**src/hw/tcc_defs.svh**
```systemverilog
// constants for the timer capture/compare unit
`ifndef TCC_DEFS_SVH
`define TCC_DEFS_SVH

// ****************************************
// register indices (byte address = index * 4)
// ****************************************
`define TCC_IDX_FLAGS 5'h00
`define TCC_IDX_CTRL 5'h01
`define TCC_IDX_EDGE 5'h02
`define TCC_IDX_SETEN 5'h03
`define TCC_IDX_RTEN 5'h04
`define TCC_IDX_PRIO 5'h05
`define TCC_IDX_PORT 5'h06
`define TCC_IDX_TMR_LO 5'h07
`define TCC_IDX_TMR_HI 5'h08
`define TCC_IDX_CAP_BASE 5'h09
`define TCC_IDX_CMP_BASE 5'h11
`define TCC_IDX_COUNT 5'h17

// ****************************************
// field positions
// ****************************************
`define TCC_FLAG_CMP_LSB 4
`define TCC_FLAG_WORD_OVF 7
`define TCC_CTRL_BYTE_OVF 4
`define TCC_CTRL_EXT_RST_EN 5
`define TCC_EDGE_RISE 0
`define TCC_EDGE_FALL 1

// ****************************************
// sizes and reset values
// ****************************************
`define TCC_NUM_CAP 4
`define TCC_NUM_CMP 3
`define TCC_SET_BITS 6
`define TCC_BYTE_ZERO 8'h00
`define TCC_WORD_ZERO 16'h0000
`define TCC_BYTE_ONES 8'hFF
`define TCC_WORD_ONES 16'hFFFF
`define TCC_TOG_RESET 2'h3

`endif

```
**src/hw/tcc_pkg.sv**
```systemverilog
// types shared by the timer capture/compare unit
`default_nettype none

package tcc_pkg;

    // ****************************************
    // machine cycle states, one clock each
    // ****************************************
    typedef enum logic [2:0] {
        TCC_S1 = 3'b000,
        TCC_S2 = 3'b001,
        TCC_S3 = 3'b010,
        TCC_S4 = 3'b011,
        TCC_S5 = 3'b100,
        TCC_S6 = 3'b101
    } tcc_phase_type;

    // ****************************************
    // wishbone request and answer
    // ****************************************
    typedef struct packed {
        logic cyc;
        logic stb;
        logic we;
        logic [7:0] adr;
        logic [3:0] sel;
        logic [31:0] dat;
    } tcc_wb_req_type;

    typedef struct packed {
        logic ack;
        logic [31:0] dat;
    } tcc_wb_rsp_type;

endpackage : tcc_pkg

`default_nettype wire

```
**src/hw/tcc_top.sv**
```systemverilog
// timer capture/compare unit with its 16-bit timer and wishbone registers
//
// What this block does
// - a selected capture edge copies the 16-bit timer and raises that input's flag.
// - each capture input triggers on rising, falling or either edge.
// - capture inputs sampled at S1P1; timer latched at end of that cycle.
// - the four capture flags live in the timer interrupt flag register.
// - after each timer increment the new value is checked against three compares.
// - a compare match sets its flag at end of the cycle after the match.
// - compare 0 match sets port bits 0-5 enabled in the set mask.
// - compare 1 match clears port bits 0-5 enabled in the reset/toggle mask.
// - port bits with reset/toggle enable 0 ignore compare 1 and 2 matches.
// - compare 2 match toggles port bits 6 and 7 when enabled.
// - toggles follow two state flops, not the port latch value.
// - the first toggle after reset sets the port latch.
// - toggle state flops read as bits 6-7 of the set mask; 1 means next sets.
// - the three compare registers clear on chip reset.
// - match changes reach the pin at S5 next cycle; writes at next S1.
// - a hardware port change beats a software write in the same cycle.
// - a set and a reset of one latch together leave it cleared.
// - nine flags: eight in the flag register, byte overflow in control bit 4.
// - capture flags 0,1 set in S4, flags 2,3 in S6 of the capture cycle.
// - compare flags set in S6 after the match, visible two cycles on.
// - word and byte overflow flags set in S6 of the overflow cycle.
// - each priority bit set gives its source high priority.
// - the timer is not loadable; cleared by reset or enabled external edge.
//
// Chosen here: the address map and the Wishbone interface to the registers.
`default_nettype none
`include "tcc_defs.svh"

module tcc_top
    import tcc_pkg::*;
(
    // clock and reset
    input wire logic i_core_clk,
    input wire logic i_rst_n,
    // wishbone slave
    input wire tcc_wb_req_type i_wb,
    output tcc_wb_rsp_type o_wb,
    // timer increment strobe from the prescaler, same clock
    input wire logic i_timer_inc,
    // pins
    input wire logic [3:0] i_capture_input,
    input wire logic i_timer_ext_reset_input,
    output logic [7:0] o_output_port_bit,
    // to the interrupt controller
    output logic [7:0] o_timer_irq_flags,
    output logic o_byte_overflow_flag,
    output logic [7:0] o_timer_irq_priority
);

    // ****************************************
    // state
    // ****************************************
    tcc_phase_type phase_q;
    tcc_phase_type phase_d;
    logic [15:0] timer_q;
    logic inc_pend_q;
    logic fresh_q;
    logic [3:0] cap_sync1_q;
    logic [3:0] cap_sync2_q;
    logic [3:0] cap_samp_q;
    logic [3:0] cap_prev_q;
    logic [2:0] ext_sync_q;
    logic [15:0] cap_q [`TCC_NUM_CAP];
    logic [15:0] cmp_q [`TCC_NUM_CMP];
    logic [2:0] match_q;
    logic [7:0] flags_q;
    logic [7:0] ctrl_q;
    logic [7:0] edge_q;
    logic [5:0] seten_q;
    logic [7:0] rten_q;
    logic [7:0] prio_q;
    logic [7:0] port_q;
    logic [1:0] tog_q;
    logic [7:0] hw_mask_q;
    logic sw_pend_q;
    logic [7:0] sw_data_q;
    logic ack_q;
    logic [31:0] rdat_q;

    // ****************************************
    // machine cycle sequencer
    // ****************************************
    wire logic at_s4 = (phase_q == TCC_S4);
    wire logic at_s5 = (phase_q == TCC_S5);
    wire logic at_s6 = (phase_q == TCC_S6);

    // next state of the six-state cycle
    always_comb begin
        case (phase_q)
            TCC_S1: phase_d = TCC_S2;
            TCC_S2: phase_d = TCC_S3;
            TCC_S3: phase_d = TCC_S4;
            TCC_S4: phase_d = TCC_S5;
            TCC_S5: phase_d = TCC_S6;
            TCC_S6: phase_d = TCC_S1;
            default: phase_d = TCC_S1;
        endcase
    end

    // sequencer register
    always_ff @(posedge i_core_clk or negedge i_rst_n) begin
        if (!i_rst_n) begin
            phase_q <= TCC_S1;
        end else begin
            phase_q <= phase_d;
        end
    end

    // ****************************************
    // bus decode
    // ****************************************
    wire logic bus_req = i_wb.cyc & i_wb.stb & ~ack_q;
    wire logic [4:0] bus_idx = i_wb.adr[6:2];
    wire logic bus_hit = (i_wb.adr[7] == 1'b0) && (bus_idx < `TCC_IDX_COUNT);
    // unmapped writes are dropped, so a high address never aliases onto the flags
    wire logic bus_wr = bus_req & i_wb.we & i_wb.sel[0] & bus_hit;
    wire logic [7:0] bus_byte = i_wb.dat[7:0];
    wire logic wr_flags = bus_wr && (bus_idx == `TCC_IDX_FLAGS);
    wire logic wr_ctrl = bus_wr && (bus_idx == `TCC_IDX_CTRL);
    wire logic wr_edge = bus_wr && (bus_idx == `TCC_IDX_EDGE);
    wire logic wr_seten = bus_wr && (bus_idx == `TCC_IDX_SETEN);
    wire logic wr_rten = bus_wr && (bus_idx == `TCC_IDX_RTEN);
    wire logic wr_prio = bus_wr && (bus_idx == `TCC_IDX_PRIO);
    wire logic wr_port = bus_wr && (bus_idx == `TCC_IDX_PORT);

    // ****************************************
    // pin synchronisers
    // ****************************************
    always_ff @(posedge i_core_clk or negedge i_rst_n) begin
        if (!i_rst_n) begin
            cap_sync1_q <= 4'h0;
            cap_sync2_q <= 4'h0;
            ext_sync_q <= 3'h0;
        end else begin
            cap_sync1_q <= i_capture_input;
            cap_sync2_q <= cap_sync1_q;
            ext_sync_q <= {ext_sync_q[1:0], i_timer_ext_reset_input};
        end
    end

    // ****************************************
    // timer
    // ****************************************
    wire logic ext_rst_evt = ext_sync_q[1] & ~ext_sync_q[2] & ctrl_q[`TCC_CTRL_EXT_RST_EN];
    wire logic inc_now = at_s6 & (inc_pend_q | i_timer_inc);
    wire logic byte_ovf = inc_now && (timer_q[7:0] == `TCC_BYTE_ONES);
    wire logic word_ovf = inc_now && (timer_q == `TCC_WORD_ONES);

    // count at most once per machine cycle, at its end, when an increment strobe is pending; no load path exists
    always_ff @(posedge i_core_clk or negedge i_rst_n) begin
        if (!i_rst_n) begin
            timer_q <= `TCC_WORD_ZERO;
            inc_pend_q <= 1'b0;
            fresh_q <= 1'b0;
        end else if (ext_rst_evt) begin
            timer_q <= `TCC_WORD_ZERO;
            inc_pend_q <= 1'b0;
            fresh_q <= 1'b0;
        end else begin
            inc_pend_q <= ~at_s6 & (inc_pend_q | i_timer_inc);
            if (inc_now) begin
                timer_q <= timer_q + 16'h0001;
            end
            if (at_s6) begin
                fresh_q <= inc_now;
            end
        end
    end

    // ****************************************
    // capture
    // ****************************************
    logic [3:0] cap_hit;

    // sample pins once per cycle at S1 edge
    always_ff @(posedge i_core_clk or negedge i_rst_n) begin
        if (!i_rst_n) begin
            cap_samp_q <= 4'h0;
            cap_prev_q <= 4'h0;
        end else if (at_s6) begin
            cap_samp_q <= cap_sync2_q;
            cap_prev_q <= cap_samp_q;
        end
    end

    // per input edge select and capture latch
    generate
        for (genvar gi = 0; gi < `TCC_NUM_CAP; gi++) begin : g_cap
            wire logic rise = cap_samp_q[gi] & ~cap_prev_q[gi];
            wire logic fall = ~cap_samp_q[gi] & cap_prev_q[gi];
            assign cap_hit[gi] = (rise & edge_q[2 * gi + `TCC_EDGE_RISE]) |
                                 (fall & edge_q[2 * gi + `TCC_EDGE_FALL]);

            always_ff @(posedge i_core_clk or negedge i_rst_n) begin
                if (!i_rst_n) begin
                    cap_q[gi] <= `TCC_WORD_ZERO;
                end else if (at_s6 && cap_hit[gi]) begin
                    cap_q[gi] <= timer_q;
                end
            end
        end
    endgenerate

    // ****************************************
    // compare
    // ****************************************
    logic [2:0] match_now;

    // equality against the freshly incremented value
    generate
        for (genvar gc = 0; gc < `TCC_NUM_CMP; gc++) begin : g_cmp
            assign match_now[gc] = fresh_q && (timer_q == cmp_q[gc]);

            always_ff @(posedge i_core_clk or negedge i_rst_n) begin
                if (!i_rst_n) begin
                    cmp_q[gc] <= `TCC_WORD_ZERO;
                end else if (bus_wr && (bus_idx == `TCC_IDX_CMP_BASE + 5'(2 * gc))) begin
                    cmp_q[gc][7:0] <= bus_byte;
                end else if (bus_wr && (bus_idx == `TCC_IDX_CMP_BASE + 5'(2 * gc + 1))) begin
                    cmp_q[gc][15:8] <= bus_byte;
                end
            end
        end
    endgenerate

    // hold match results through the following cycle
    always_ff @(posedge i_core_clk or negedge i_rst_n) begin
        if (!i_rst_n) begin
            match_q <= 3'h0;
        end else if (at_s6) begin
            match_q <= match_now;
        end
    end

    // ****************************************
    // port latch actions
    // ****************************************
    wire logic [7:0] set_cmp = match_q[0] ? {2'h0, seten_q} : 8'h00;
    wire logic [7:0] rst_cmp = match_q[1] ? {2'h0, rten_q[5:0]} : 8'h00;
    wire logic [1:0] tog_go = {2{match_q[2]}} & rten_q[7:6];
    wire logic [7:0] set_all = set_cmp | {tog_go & tog_q, 6'h00};
    wire logic [7:0] rst_all = rst_cmp | {tog_go & ~tog_q, 6'h00};
    wire logic [7:0] port_hw = (port_q | set_all) & ~rst_all;
    wire logic [7:0] hw_mask = set_all | rst_all;
    wire logic [7:0] port_sw = (port_q & hw_mask_q) | (sw_data_q & ~hw_mask_q);

    // hardware change at S5, software write at next cycle start
    always_ff @(posedge i_core_clk or negedge i_rst_n) begin
        if (!i_rst_n) begin
            port_q <= `TCC_BYTE_ZERO;
            tog_q <= `TCC_TOG_RESET;
            hw_mask_q <= `TCC_BYTE_ZERO;
        end else if (at_s5) begin
            port_q <= port_hw;
            tog_q <= tog_q ^ tog_go;
            hw_mask_q <= hw_mask;
        end else if (at_s6) begin
            if (sw_pend_q) begin
                port_q <= port_sw;
            end
            hw_mask_q <= `TCC_BYTE_ZERO;
        end
    end

    // pending software port write
    always_ff @(posedge i_core_clk or negedge i_rst_n) begin
        if (!i_rst_n) begin
            sw_pend_q <= 1'b0;
            sw_data_q <= `TCC_BYTE_ZERO;
        end else if (wr_port) begin
            sw_pend_q <= 1'b1;
            sw_data_q <= bus_byte;
        end else if (at_s6) begin
            sw_pend_q <= 1'b0;
        end
    end

    // ****************************************
    // interrupt flags (set beats clear)
    // ****************************************
    wire logic [7:0] flag_set = {
        at_s6 & word_ovf,
        {3{at_s6}} & match_q,
        {2{at_s6}} & cap_hit[3:2],
        {2{at_s4}} & cap_hit[1:0]
    };
    wire logic [7:0] flags_d = (wr_flags ? bus_byte : flags_q) | flag_set;
    wire logic ctrl_ovf = at_s6 & byte_ovf;

    // flag and control registers
    always_ff @(posedge i_core_clk or negedge i_rst_n) begin
        if (!i_rst_n) begin
            flags_q <= `TCC_BYTE_ZERO;
            ctrl_q <= `TCC_BYTE_ZERO;
        end else begin
            flags_q <= flags_d;
            if (wr_ctrl) begin
                ctrl_q <= bus_byte;
            end
            if (ctrl_ovf) begin
                ctrl_q[`TCC_CTRL_BYTE_OVF] <= 1'b1;
            end
        end
    end

    // configuration registers
    always_ff @(posedge i_core_clk or negedge i_rst_n) begin
        if (!i_rst_n) begin
            edge_q <= `TCC_BYTE_ZERO;
            seten_q <= 6'h00;
            rten_q <= `TCC_BYTE_ZERO;
            prio_q <= `TCC_BYTE_ZERO;
        end else begin
            if (wr_edge) begin
                edge_q <= bus_byte;
            end
            if (wr_seten) begin
                seten_q <= bus_byte[`TCC_SET_BITS-1:0];
            end
            if (wr_rten) begin
                rten_q <= bus_byte;
            end
            if (wr_prio) begin
                prio_q <= bus_byte;
            end
        end
    end

    // ****************************************
    // read mux
    // ****************************************
    logic [7:0] rd_tab [`TCC_IDX_COUNT];
    assign rd_tab[`TCC_IDX_FLAGS] = flags_q;
    assign rd_tab[`TCC_IDX_CTRL] = ctrl_q;
    assign rd_tab[`TCC_IDX_EDGE] = edge_q;
    assign rd_tab[`TCC_IDX_SETEN] = {tog_q, seten_q};
    assign rd_tab[`TCC_IDX_RTEN] = rten_q;
    assign rd_tab[`TCC_IDX_PRIO] = prio_q;
    assign rd_tab[`TCC_IDX_PORT] = port_q;
    assign rd_tab[`TCC_IDX_TMR_LO] = timer_q[7:0];
    assign rd_tab[`TCC_IDX_TMR_HI] = timer_q[15:8];

    // capture and compare halves
    generate
        for (genvar gr = 0; gr < `TCC_NUM_CAP; gr++) begin : g_rcap
            assign rd_tab[`TCC_IDX_CAP_BASE + 2 * gr] = cap_q[gr][7:0];
            assign rd_tab[`TCC_IDX_CAP_BASE + 2 * gr + 1] = cap_q[gr][15:8];
        end
        for (genvar gm = 0; gm < `TCC_NUM_CMP; gm++) begin : g_rcmp
            assign rd_tab[`TCC_IDX_CMP_BASE + 2 * gm] = cmp_q[gm][7:0];
            assign rd_tab[`TCC_IDX_CMP_BASE + 2 * gm + 1] = cmp_q[gm][15:8];
        end
    endgenerate

    wire logic [7:0] rd_byte = bus_hit ? rd_tab[bus_idx] : `TCC_BYTE_ZERO;

    // one-cycle answer, unmapped reads zero
    always_ff @(posedge i_core_clk or negedge i_rst_n) begin
        if (!i_rst_n) begin
            ack_q <= 1'b0;
            rdat_q <= 32'h0000_0000;
        end else begin
            ack_q <= bus_req;
            rdat_q <= bus_req ? {24'h00_0000, rd_byte} : 32'h0000_0000;
        end
    end

    // ****************************************
    // outputs
    // ****************************************
    assign o_wb.ack = ack_q;
    assign o_wb.dat = rdat_q;
    assign o_output_port_bit = port_q;
    assign o_timer_irq_flags = flags_q;
    assign o_byte_overflow_flag = ctrl_q[`TCC_CTRL_BYTE_OVF];
    assign o_timer_irq_priority = prio_q;

endmodule : tcc_top

`default_nettype wire

```
**config.mk**
```make
export PLATFORM = sky130hd
export DESIGN_NAME = tcc_top
export DESIGN_NICKNAME = d
export VERILOG_FILES = /design/src/hw/tcc_pkg.sv /design/src/hw/tcc_top.sv
export VERILOG_INCLUDE_DIRS = /design/src /design/src/hw
export SDC_FILE = /design/constraint.sdc
export NUM_CORES = 1
export LEC_CHECK = 0
export BUFFER_PORTS_ARGS = -buffer_cell sky130_fd_sc_hd__buf_2
export CAP_MARGIN = 20
export CORE_UTILIZATION = 47
export CTS_BUF_LIST = sky130_fd_sc_hd__clkbuf_16
export DETAILED_ROUTE_END_ITERATION = 16
export GPL_TIMING_DRIVEN = 1
export PLACE_DENSITY = 0.66
export SKIP_CTS_REPAIR_TIMING = 1
export SYNTH_ARGS = -nofsm -noshare
export SYNTH_HDL_FRONTEND = slang
export SYNTH_SLANG_ARGS = --single-unit
```
**constraint.sdc**
```tcl
create_clock -name i_core_clk -period 5.7 [get_ports i_core_clk]
set_input_delay 1.14 -clock i_core_clk [delete_from_list [all_inputs] [get_ports i_core_clk]]
set_output_delay 1.14 -clock i_core_clk [all_outputs]
set_load 0.01 [all_outputs]
```
==> impl_metrics.env, run 1 <==
export IMPL_cpMaxStageDelayCell="sky130_fd_sc_hd__nor2b_1"
export IMPL_finalCritPeriodShare_pct=58.0
export IMPL_pre_cts_slack_ns=1.93
export IMPL_max_flop_register="cap_q"
export IMPL_critical_path_arrival_ns=3.71
export IMPL_grt_max_degree=138
export IMPL_rr_worst_depth=4
export IMPL_outcome="finished, final reports clean"
export IMPL_drt_iter0_drc=592
export IMPL_setup_violations=0
export IMPL_floorplan_die_height_um=161
export IMPL_finished_core_util_pct=53.4
export IMPL_post_route_cells_drive_above_1_share_pct=31.8
export IMPL_placed_cells=1277
export IMPL_max_slew_margin_pct=30.7
export IMPL_gr_total_overflow=0
export IMPL_grt_antenna_before_repair=1
export IMPL_die_area_sq_mm=0.0258
export IMPL_nets=1041
export IMPL_crit_buf_inv=1
export IMPL_ys_ff_latch=237
export IMPL_share_clk_of_total_power_pct=42.3
export IMPL_grt_pass1_vias=7831
export IMPL_yosys_area_top_type_share_pct=49.7
export IMPL_rsz_0062_raised_after_global_routing="false"
export IMPL_max_clock_path_buffers=3
export IMPL_layout_cells_non_filler=1324
export IMPL_netSwitchingFraction_pct=26.7
export IMPL_globalplace_congestion=0.900
export IMPL_comb_power_share_pct=9.2
export IMPL_cp_end_kind="register"
export IMPL_share_seq_of_total_power_pct=48.5
export IMPL_cts_buffers_inserted=26
export IMPL_buffer_ports_inserted=59
export IMPL_cts_root_buf="sky130_fd_sc_hd__clkbuf_16"
export IMPL_max_freq_mhz=302
export IMPL_totalPowerFinal_mw=3.92
export IMPL_maximum_fanout_along_the_worst_path=21
export IMPL_power_spent_charging_and_discharging_nets_mw=1.05
export IMPL_synth_yosys_warnings=0
export IMPL_max_stage_delay_ns=0.84
export IMPL_flip_flop_count_of_the_largest_register_after_layout=64
export IMPL_drt_vias_per_instance=5.90
export IMPL_synthTopCellsByArea="sky130_fd_sc_hd__dfrtp_1 50%, sky130_fd_sc_hd__mux2_2 16%, sky130_fd_sc_hd__mux4_2 5.0%"
export IMPL_hold_viol_final=0
export IMPL_clkLatencyLatePin_ns=0.53
export IMPL_synth_top_cell_by_area="sky130_fd_sc_hd__dfrtp_1"
export IMPL_fp_row_count=57
export IMPL_worst_endpoint_required_ns=6.11
export IMPL_antenna_violating_nets_post_route=0
export IMPL_final_setup_worst_slack_ns=2.39
export IMPL_synth_async_reset_ratio_pct=100
export IMPL_grt_use_total_pct=23.8
export IMPL_critPathLaunchType="primary input"
export IMPL_timing_hold_worst_class="reg -> reg"
export IMPL_drtPass1Iterations=5
export IMPL_effective_utilization_at_floorplan_pct=48.3
export IMPL_cp_cell_sequence="buf_2, nor2b_1, nand4_1, mux2_2"
export IMPL_seq_area_frac_synth_pct=50.2
export IMPL_core_region_area_sq_mm=0.0245
export IMPL_clkTransAtPathRegs_ns=0.06
export IMPL_synthesis_area_per_instance_sq_um=12.4
export IMPL_ys_flop_type="sky130_fd_sc_hd__dfrtp_1"
export IMPL_power_density_mw_per_mm2=300
export IMPL_cell_internal_pwr_mw=2.88
export IMPL_whs_path_depth=0
export IMPL_synth_cell_type_count=65
export IMPL_layout_min_cycle_time_ns=3.31
export IMPL_path_depth=4
export IMPL_route_detailed_wl_per_inst_um=22.6
export IMPL_dp_final_hpwl_um=20300
export IMPL_num_vias=7809
export IMPL_grt_pass1_wl_um=46800
export IMPL_die_x_um=161
export IMPL_cap_viol_max_count=0
export IMPL_synth_edf_count=0
export IMPL_cpLargestDelayFamily="simple AND/OR/NAND/NOR gates"
export IMPL_synthToLayoutAreaGrowth_pct=10.5
export IMPL_p_leak_nw=6.28
export IMPL_drc=0
export IMPL_synthesized_cell_area_sq_mm=0.0118
export IMPL_timing_final_max_slew_violations=0
export IMPL_design_portCount=113
export IMPL_vdd_drop_max_mv=0.209
export IMPL_worst_pin_slew_ns=1.04
export IMPL_cts_sinks=237
export IMPL_largest_registers="cap_q (64), cmp_q (48), timer_q (16)"
export IMPL_cts_htree_levels=1
export IMPL_worst_setup_path_type="in -> reg"
export IMPL_tritoncts_clock_tree="yes"
export IMPL_fin_setup_tns_ns=0
export IMPL_synthCells=956
export IMPL_drt_wl_total_um=30000
export IMPL_clock_skew_final_ns=0.00635
-- cell usage in the layout (no fill, tap or decap), types with 6 or more instances in the layout --
cell                        synthesis  routed
sky130_fd_sc_hd__a21oi_1           37      36
sky130_fd_sc_hd__nor3_1            13      13
sky130_fd_sc_hd__buf_4             28      10
sky130_fd_sc_hd__nand3b_1           8       8
sky130_fd_sc_hd__clkbuf_16          0      27
sky130_fd_sc_hd__xnor2_1           10      10
sky130_fd_sc_hd__nand2b_1           6       6
sky130_fd_sc_hd__a22oi_1           12      12
sky130_fd_sc_hd__nand3_1           10      10
sky130_fd_sc_hd__mux4_2            26      26
sky130_fd_sc_hd__nor2_2             6       6
sky130_fd_sc_hd__buf_2             24      57
sky130_fd_sc_hd__inv_1             11      13
sky130_fd_sc_hd__mux2_2           167     167
sky130_fd_sc_hd__nand2_1           38      38
sky130_fd_sc_hd__nor4_1            14      14
sky130_fd_sc_hd__xor2_1            45      45
sky130_fd_sc_hd__clkinv_1           0       8
sky130_fd_sc_hd__mux2i_1           47      47
sky130_fd_sc_hd__nor2_1            42      42
sky130_fd_sc_hd__nor2b_1            8       8
sky130_fd_sc_hd__conb_1             1      24
sky130_fd_sc_hd__o31ai_1           17      17
sky130_fd_sc_hd__o21ai_0           17      17
sky130_fd_sc_hd__dfrtp_1          235     235
sky130_fd_sc_hd__nand4_1            6       6
-- cell usage after synthesis, types with 13 or more instances --
master and number:
sky130_fd_sc_hd__buf_2 24, sky130_fd_sc_hd__mux2i_1 47, sky130_fd_sc_hd__nor2_1 42, sky130_fd_sc_hd__dfrtp_1 235, sky130_fd_sc_hd__a21oi_1 37, sky130_fd_sc_hd__clkbuf_1 38, sky130_fd_sc_hd__buf_4 28, sky130_fd_sc_hd__nand2_1 38
sky130_fd_sc_hd__o31ai_1 17, sky130_fd_sc_hd__nor4_1 14, sky130_fd_sc_hd__mux2_2 167, sky130_fd_sc_hd__o21ai_0 17, sky130_fd_sc_hd__mux4_2 26, sky130_fd_sc_hd__xor2_1 45, sky130_fd_sc_hd__nor3_1 13
-- power by group through the flow --
stage,sequential [mW],clock [mW],combinational [mW]
final,1.90,1.66,0.360
after global routing,1.91,1.76,0.397
after CTS,1.90,1.69,0.362
after detailed placement,1.93,0,0.359
after global placement,1.92,0,0.355
after floorplan,1.81,0,0.319
-- kinds of logic after synthesis --
family	share of synthesized area [%]
fa+ha+maj	0.529
simple gates	8.96
other cells	0.0317
flops	50.2
mux	24.8
compound gates	6.87
xor+xnor	4.07
buf+inv	4.52
-- worst register-to-register path, stage by stage (launching register included) --
cell                       delay [ns]
sky130_fd_sc_hd__dfrtp_1         0.77
sky130_fd_sc_hd__nand3b_4        0.50
sky130_fd_sc_hd__or4_4           0.69
sky130_fd_sc_hd__or4b_1          0.47
sky130_fd_sc_hd__a21oi_1         0.15
-- per-layer routing --
metal | wire [um] | GRT usage [%]
met5 | 0 | 0
met4 | 953 | 8.70
met3 | 1860 | 3.56
met2 | 13700 | 36.8
met1 | 13500 | 34.0
-- stage by stage --
stage	hold slack, ns	area (sq um)
after global placement	0.334	12200
after detailed placement	0.335	12200
after global routing	0.357	13100
after CTS	0.347	13100
after floorplan	0.331	11900
final	0.346	13100
-- worst paths after layout --
check                                          from                                  end  slack (ns)
setup / recovery                           i_wb[38]  o_timer_irq_priority[4]$_DFFE_PN0P_        2.39
hold / removal             cap_sync1_q[3]$_DFF_PN0_             cap_sync2_q[3]$_DFF_PN0_        0.35
setup reg to reg               phase_q[0]$_DFF_PN0_               timer_q[7]$_DFFE_PN0P_        3.04
hold reg to reg            cap_sync1_q[3]$_DFF_PN0_             cap_sync2_q[3]$_DFF_PN0_        0.35
max in group asynchronous                   i_rst_n                  rdat_q[4]$_DFF_PN0_        3.87
min in group asynchronous                   i_rst_n             cap_sync1_q[2]$_DFF_PN0_        0.75
-- final cells by class --
type                            count  area (sq um)
Fill cell                        2048         11400
Sequential cell                   237          5930
Multi-Input combinational cell    636          5450
Clock buffer                       27           676
Tap cell                          324           405
Timing Repair Buffer               69           395
Clock inverter                     19           160
Inverter                           11          41.3
Antenna cell                        1          2.50
(Power assumes the default switching activity.)
==> run 2: changes to the inputs <==
Settings changed: PLACE_DENSITY 0.66 to 0.68.
Clock period 5.7 ns to 2.8 ns, I/O delays scaled along.
==> impl_metrics.env, run 2 (synthesis gave the netlist of run 1 again) <==
export IMPL_drtPass1Iterations=6
export IMPL_layout_min_cycle_time_ns=2.37
export IMPL_synthToLayoutAreaGrowth_pct=13.9
export IMPL_finalCritPeriodShare_pct=84.7
export IMPL_final_common_cell="sky130_fd_sc_hd__dfrtp_1"
export IMPL_drt_wl_total_um=31100
export IMPL_cp_common_cell="sky130_fd_sc_hd__nand3_1"
export IMPL_clock_skew_final_ns=0.00992
export IMPL_num_vias=8005
export IMPL_fp_row_count=57
export IMPL_grt_use_total_pct=24.8
export IMPL_core_region_area_sq_mm=0.0245
export IMPL_gr_total_overflow=0
export IMPL_effective_utilization_at_floorplan_pct=48.3
export IMPL_grt_pass1_wl_um=48700
export IMPL_rsz_0062_raised_after_global_routing="false"
export IMPL_cts_sinks=237
export IMPL_fin_setup_tns_ns=0
export IMPL_design_portCount=113
export IMPL_dp_final_hpwl_um=21400
export IMPL_max_flop_register="cap_q"
export IMPL_max_clock_path_buffers=3
export IMPL_timing_hold_worst_class="in -> reg"
export IMPL_drt_vias_per_instance=5.87
export IMPL_outcome="finished, final reports clean"
export IMPL_drc=0
export IMPL_flip_flop_count_of_the_largest_register_after_layout=64
export IMPL_max_slew_margin_pct=47.6
export IMPL_cpLargestDelayFamily="simple AND/OR/NAND/NOR gates"
export IMPL_cap_viol_max_count=0
export IMPL_buffer_ports_inserted=59
export IMPL_p_leak_nw=6.52
export IMPL_cp_cell_sequence="ha_1, nand3_1, nor4_1, nand3_1, mux2_2"
export IMPL_finished_core_util_pct=55.1
export IMPL_antenna_violating_nets_post_route=0
export IMPL_floorplan_die_height_um=161
export IMPL_die_x_um=161
export IMPL_antenna_cells=0
export IMPL_max_stage_delay_ns=0.77
export IMPL_clkLatencyLatePin_ns=0.53
export IMPL_cpMaxStageDelayCell="sky130_fd_sc_hd__dfrtp_1"
export IMPL_power_density_mw_per_mm2=623
export IMPL_worst_setup_path_type="reg -> reg"
export IMPL_cts_buffers_inserted=27
export IMPL_drt_iter0_drc=590
export IMPL_worst_pin_slew_ns=0.786
export IMPL_timing_final_max_slew_violations=0
export IMPL_critical_path_arrival_ns=2.78
export IMPL_layout_common_cells="235 x sky130_fd_sc_hd__dfrtp_1, 167 x sky130_fd_sc_hd__mux2_2, 58 x sky130_fd_sc_hd__buf_2, 47 x sky130_fd_sc_hd__mux2i_1"
export IMPL_max_freq_mhz=421
export IMPL_crit_buf_inv=0
export IMPL_grt_max_degree=64
export IMPL_route_detailed_wl_per_inst_um=22.8
export IMPL_tritoncts_clock_tree="yes"
export IMPL_cts_root_buf="sky130_fd_sc_hd__clkbuf_16"
export IMPL_grt_pass1_vias=8099
export IMPL_cp_end_kind="register"
export IMPL_post_route_cells_drive_above_1_share_pct=34.5
export IMPL_nets=1082
export IMPL_critPathLaunchType="register"
export IMPL_worst_endpoint_required_ns=3.21
export IMPL_die_area_sq_mm=0.0258
export IMPL_setup_violations=0
export IMPL_clkTransAtPathRegs_ns=0.06
export IMPL_maximum_fanout_along_the_worst_path=11
export IMPL_largest_registers="cap_q (64), cmp_q (48), timer_q (16)"
export IMPL_globalplace_congestion=0.901
export IMPL_cts_htree_levels=1
export IMPL_grt_antenna_before_repair=0
export IMPL_hold_viol_final=0
export IMPL_vdd_drop_max_mv=0.386
run 2: layer usage:
layer	GRT usage [%]	vias to the layer above	part of all wire, %
li1	-	3550	-
met1	35.3	4139	45
met2	38.8	255	46
met3	3.98	61	5.8
met4	7.84	0	3.0
met5	0	-	0
run 2: through the flow:
stage,power (mW),hold WS (ns),setup WS (ns),instance area (sq um),cells
global route,8.67,0.120,0.231,13500,1363
floorplan,4.33,0.264,0.666,11900,979
CTS,8.42,-0.0287,0.485,13500,1362
finish,8.40,0.132,0.428,13500,1363
global placement,4.72,0.333,0.272,12500,1316
detailed placement,4.74,0.335,0.202,12500,1316
run 2: layout make-up:
cell class,instances,area [sq um]
clock inverter,19,234
fill,2073,11000
tap,324,405
clock buffer,27,676
sequential,237,5930
timing repair buffer,109,733
inverter,11,41.3
multi-input combinational,636,5450
run 2: worst paths after layout:
kind,startpoint,endpoint,slack [ns],cells past startpoint
max,timer_q[1]$_DFFE_PN0P_,timer_q[8]$_DFFE_PN0P_,0.43,5
min,i_capture_input[1],cap_sync1_q[1]$_DFF_PN0_,0.13,1
max reg2reg,timer_q[1]$_DFFE_PN0P_,timer_q[8]$_DFFE_PN0P_,0.43,5
min reg2reg,cap_sync1_q[0]$_DFF_PN0_,cap_sync2_q[0]$_DFF_PN0_,0.34,0
max in group asynchronous,i_rst_n,timer_q[9]$_DFFE_PN0P_,1.47,3
min in group asynchronous,i_rst_n,cap_sync1_q[2]$_DFF_PN0_,0.55,2
run 2: worst reg2reg max path, delay by kind of cell, from the launching register on:
| family | cells | cell delay (ns) |
|---|---|---|
| flops | 1 | 0.77 |
| fa+ha+maj | 1 | 0.33 |
| mux | 1 | 0.32 |
| simple gates | 3 | 0.83 |
run 2: where the power goes:
part           total (mW)  switching (mW)  internal (mW)
Sequential           3.77           0.223           3.54
Combinational       0.928           0.547          0.381
Clock                3.70            1.42           2.28
Total                8.40            2.19           6.21
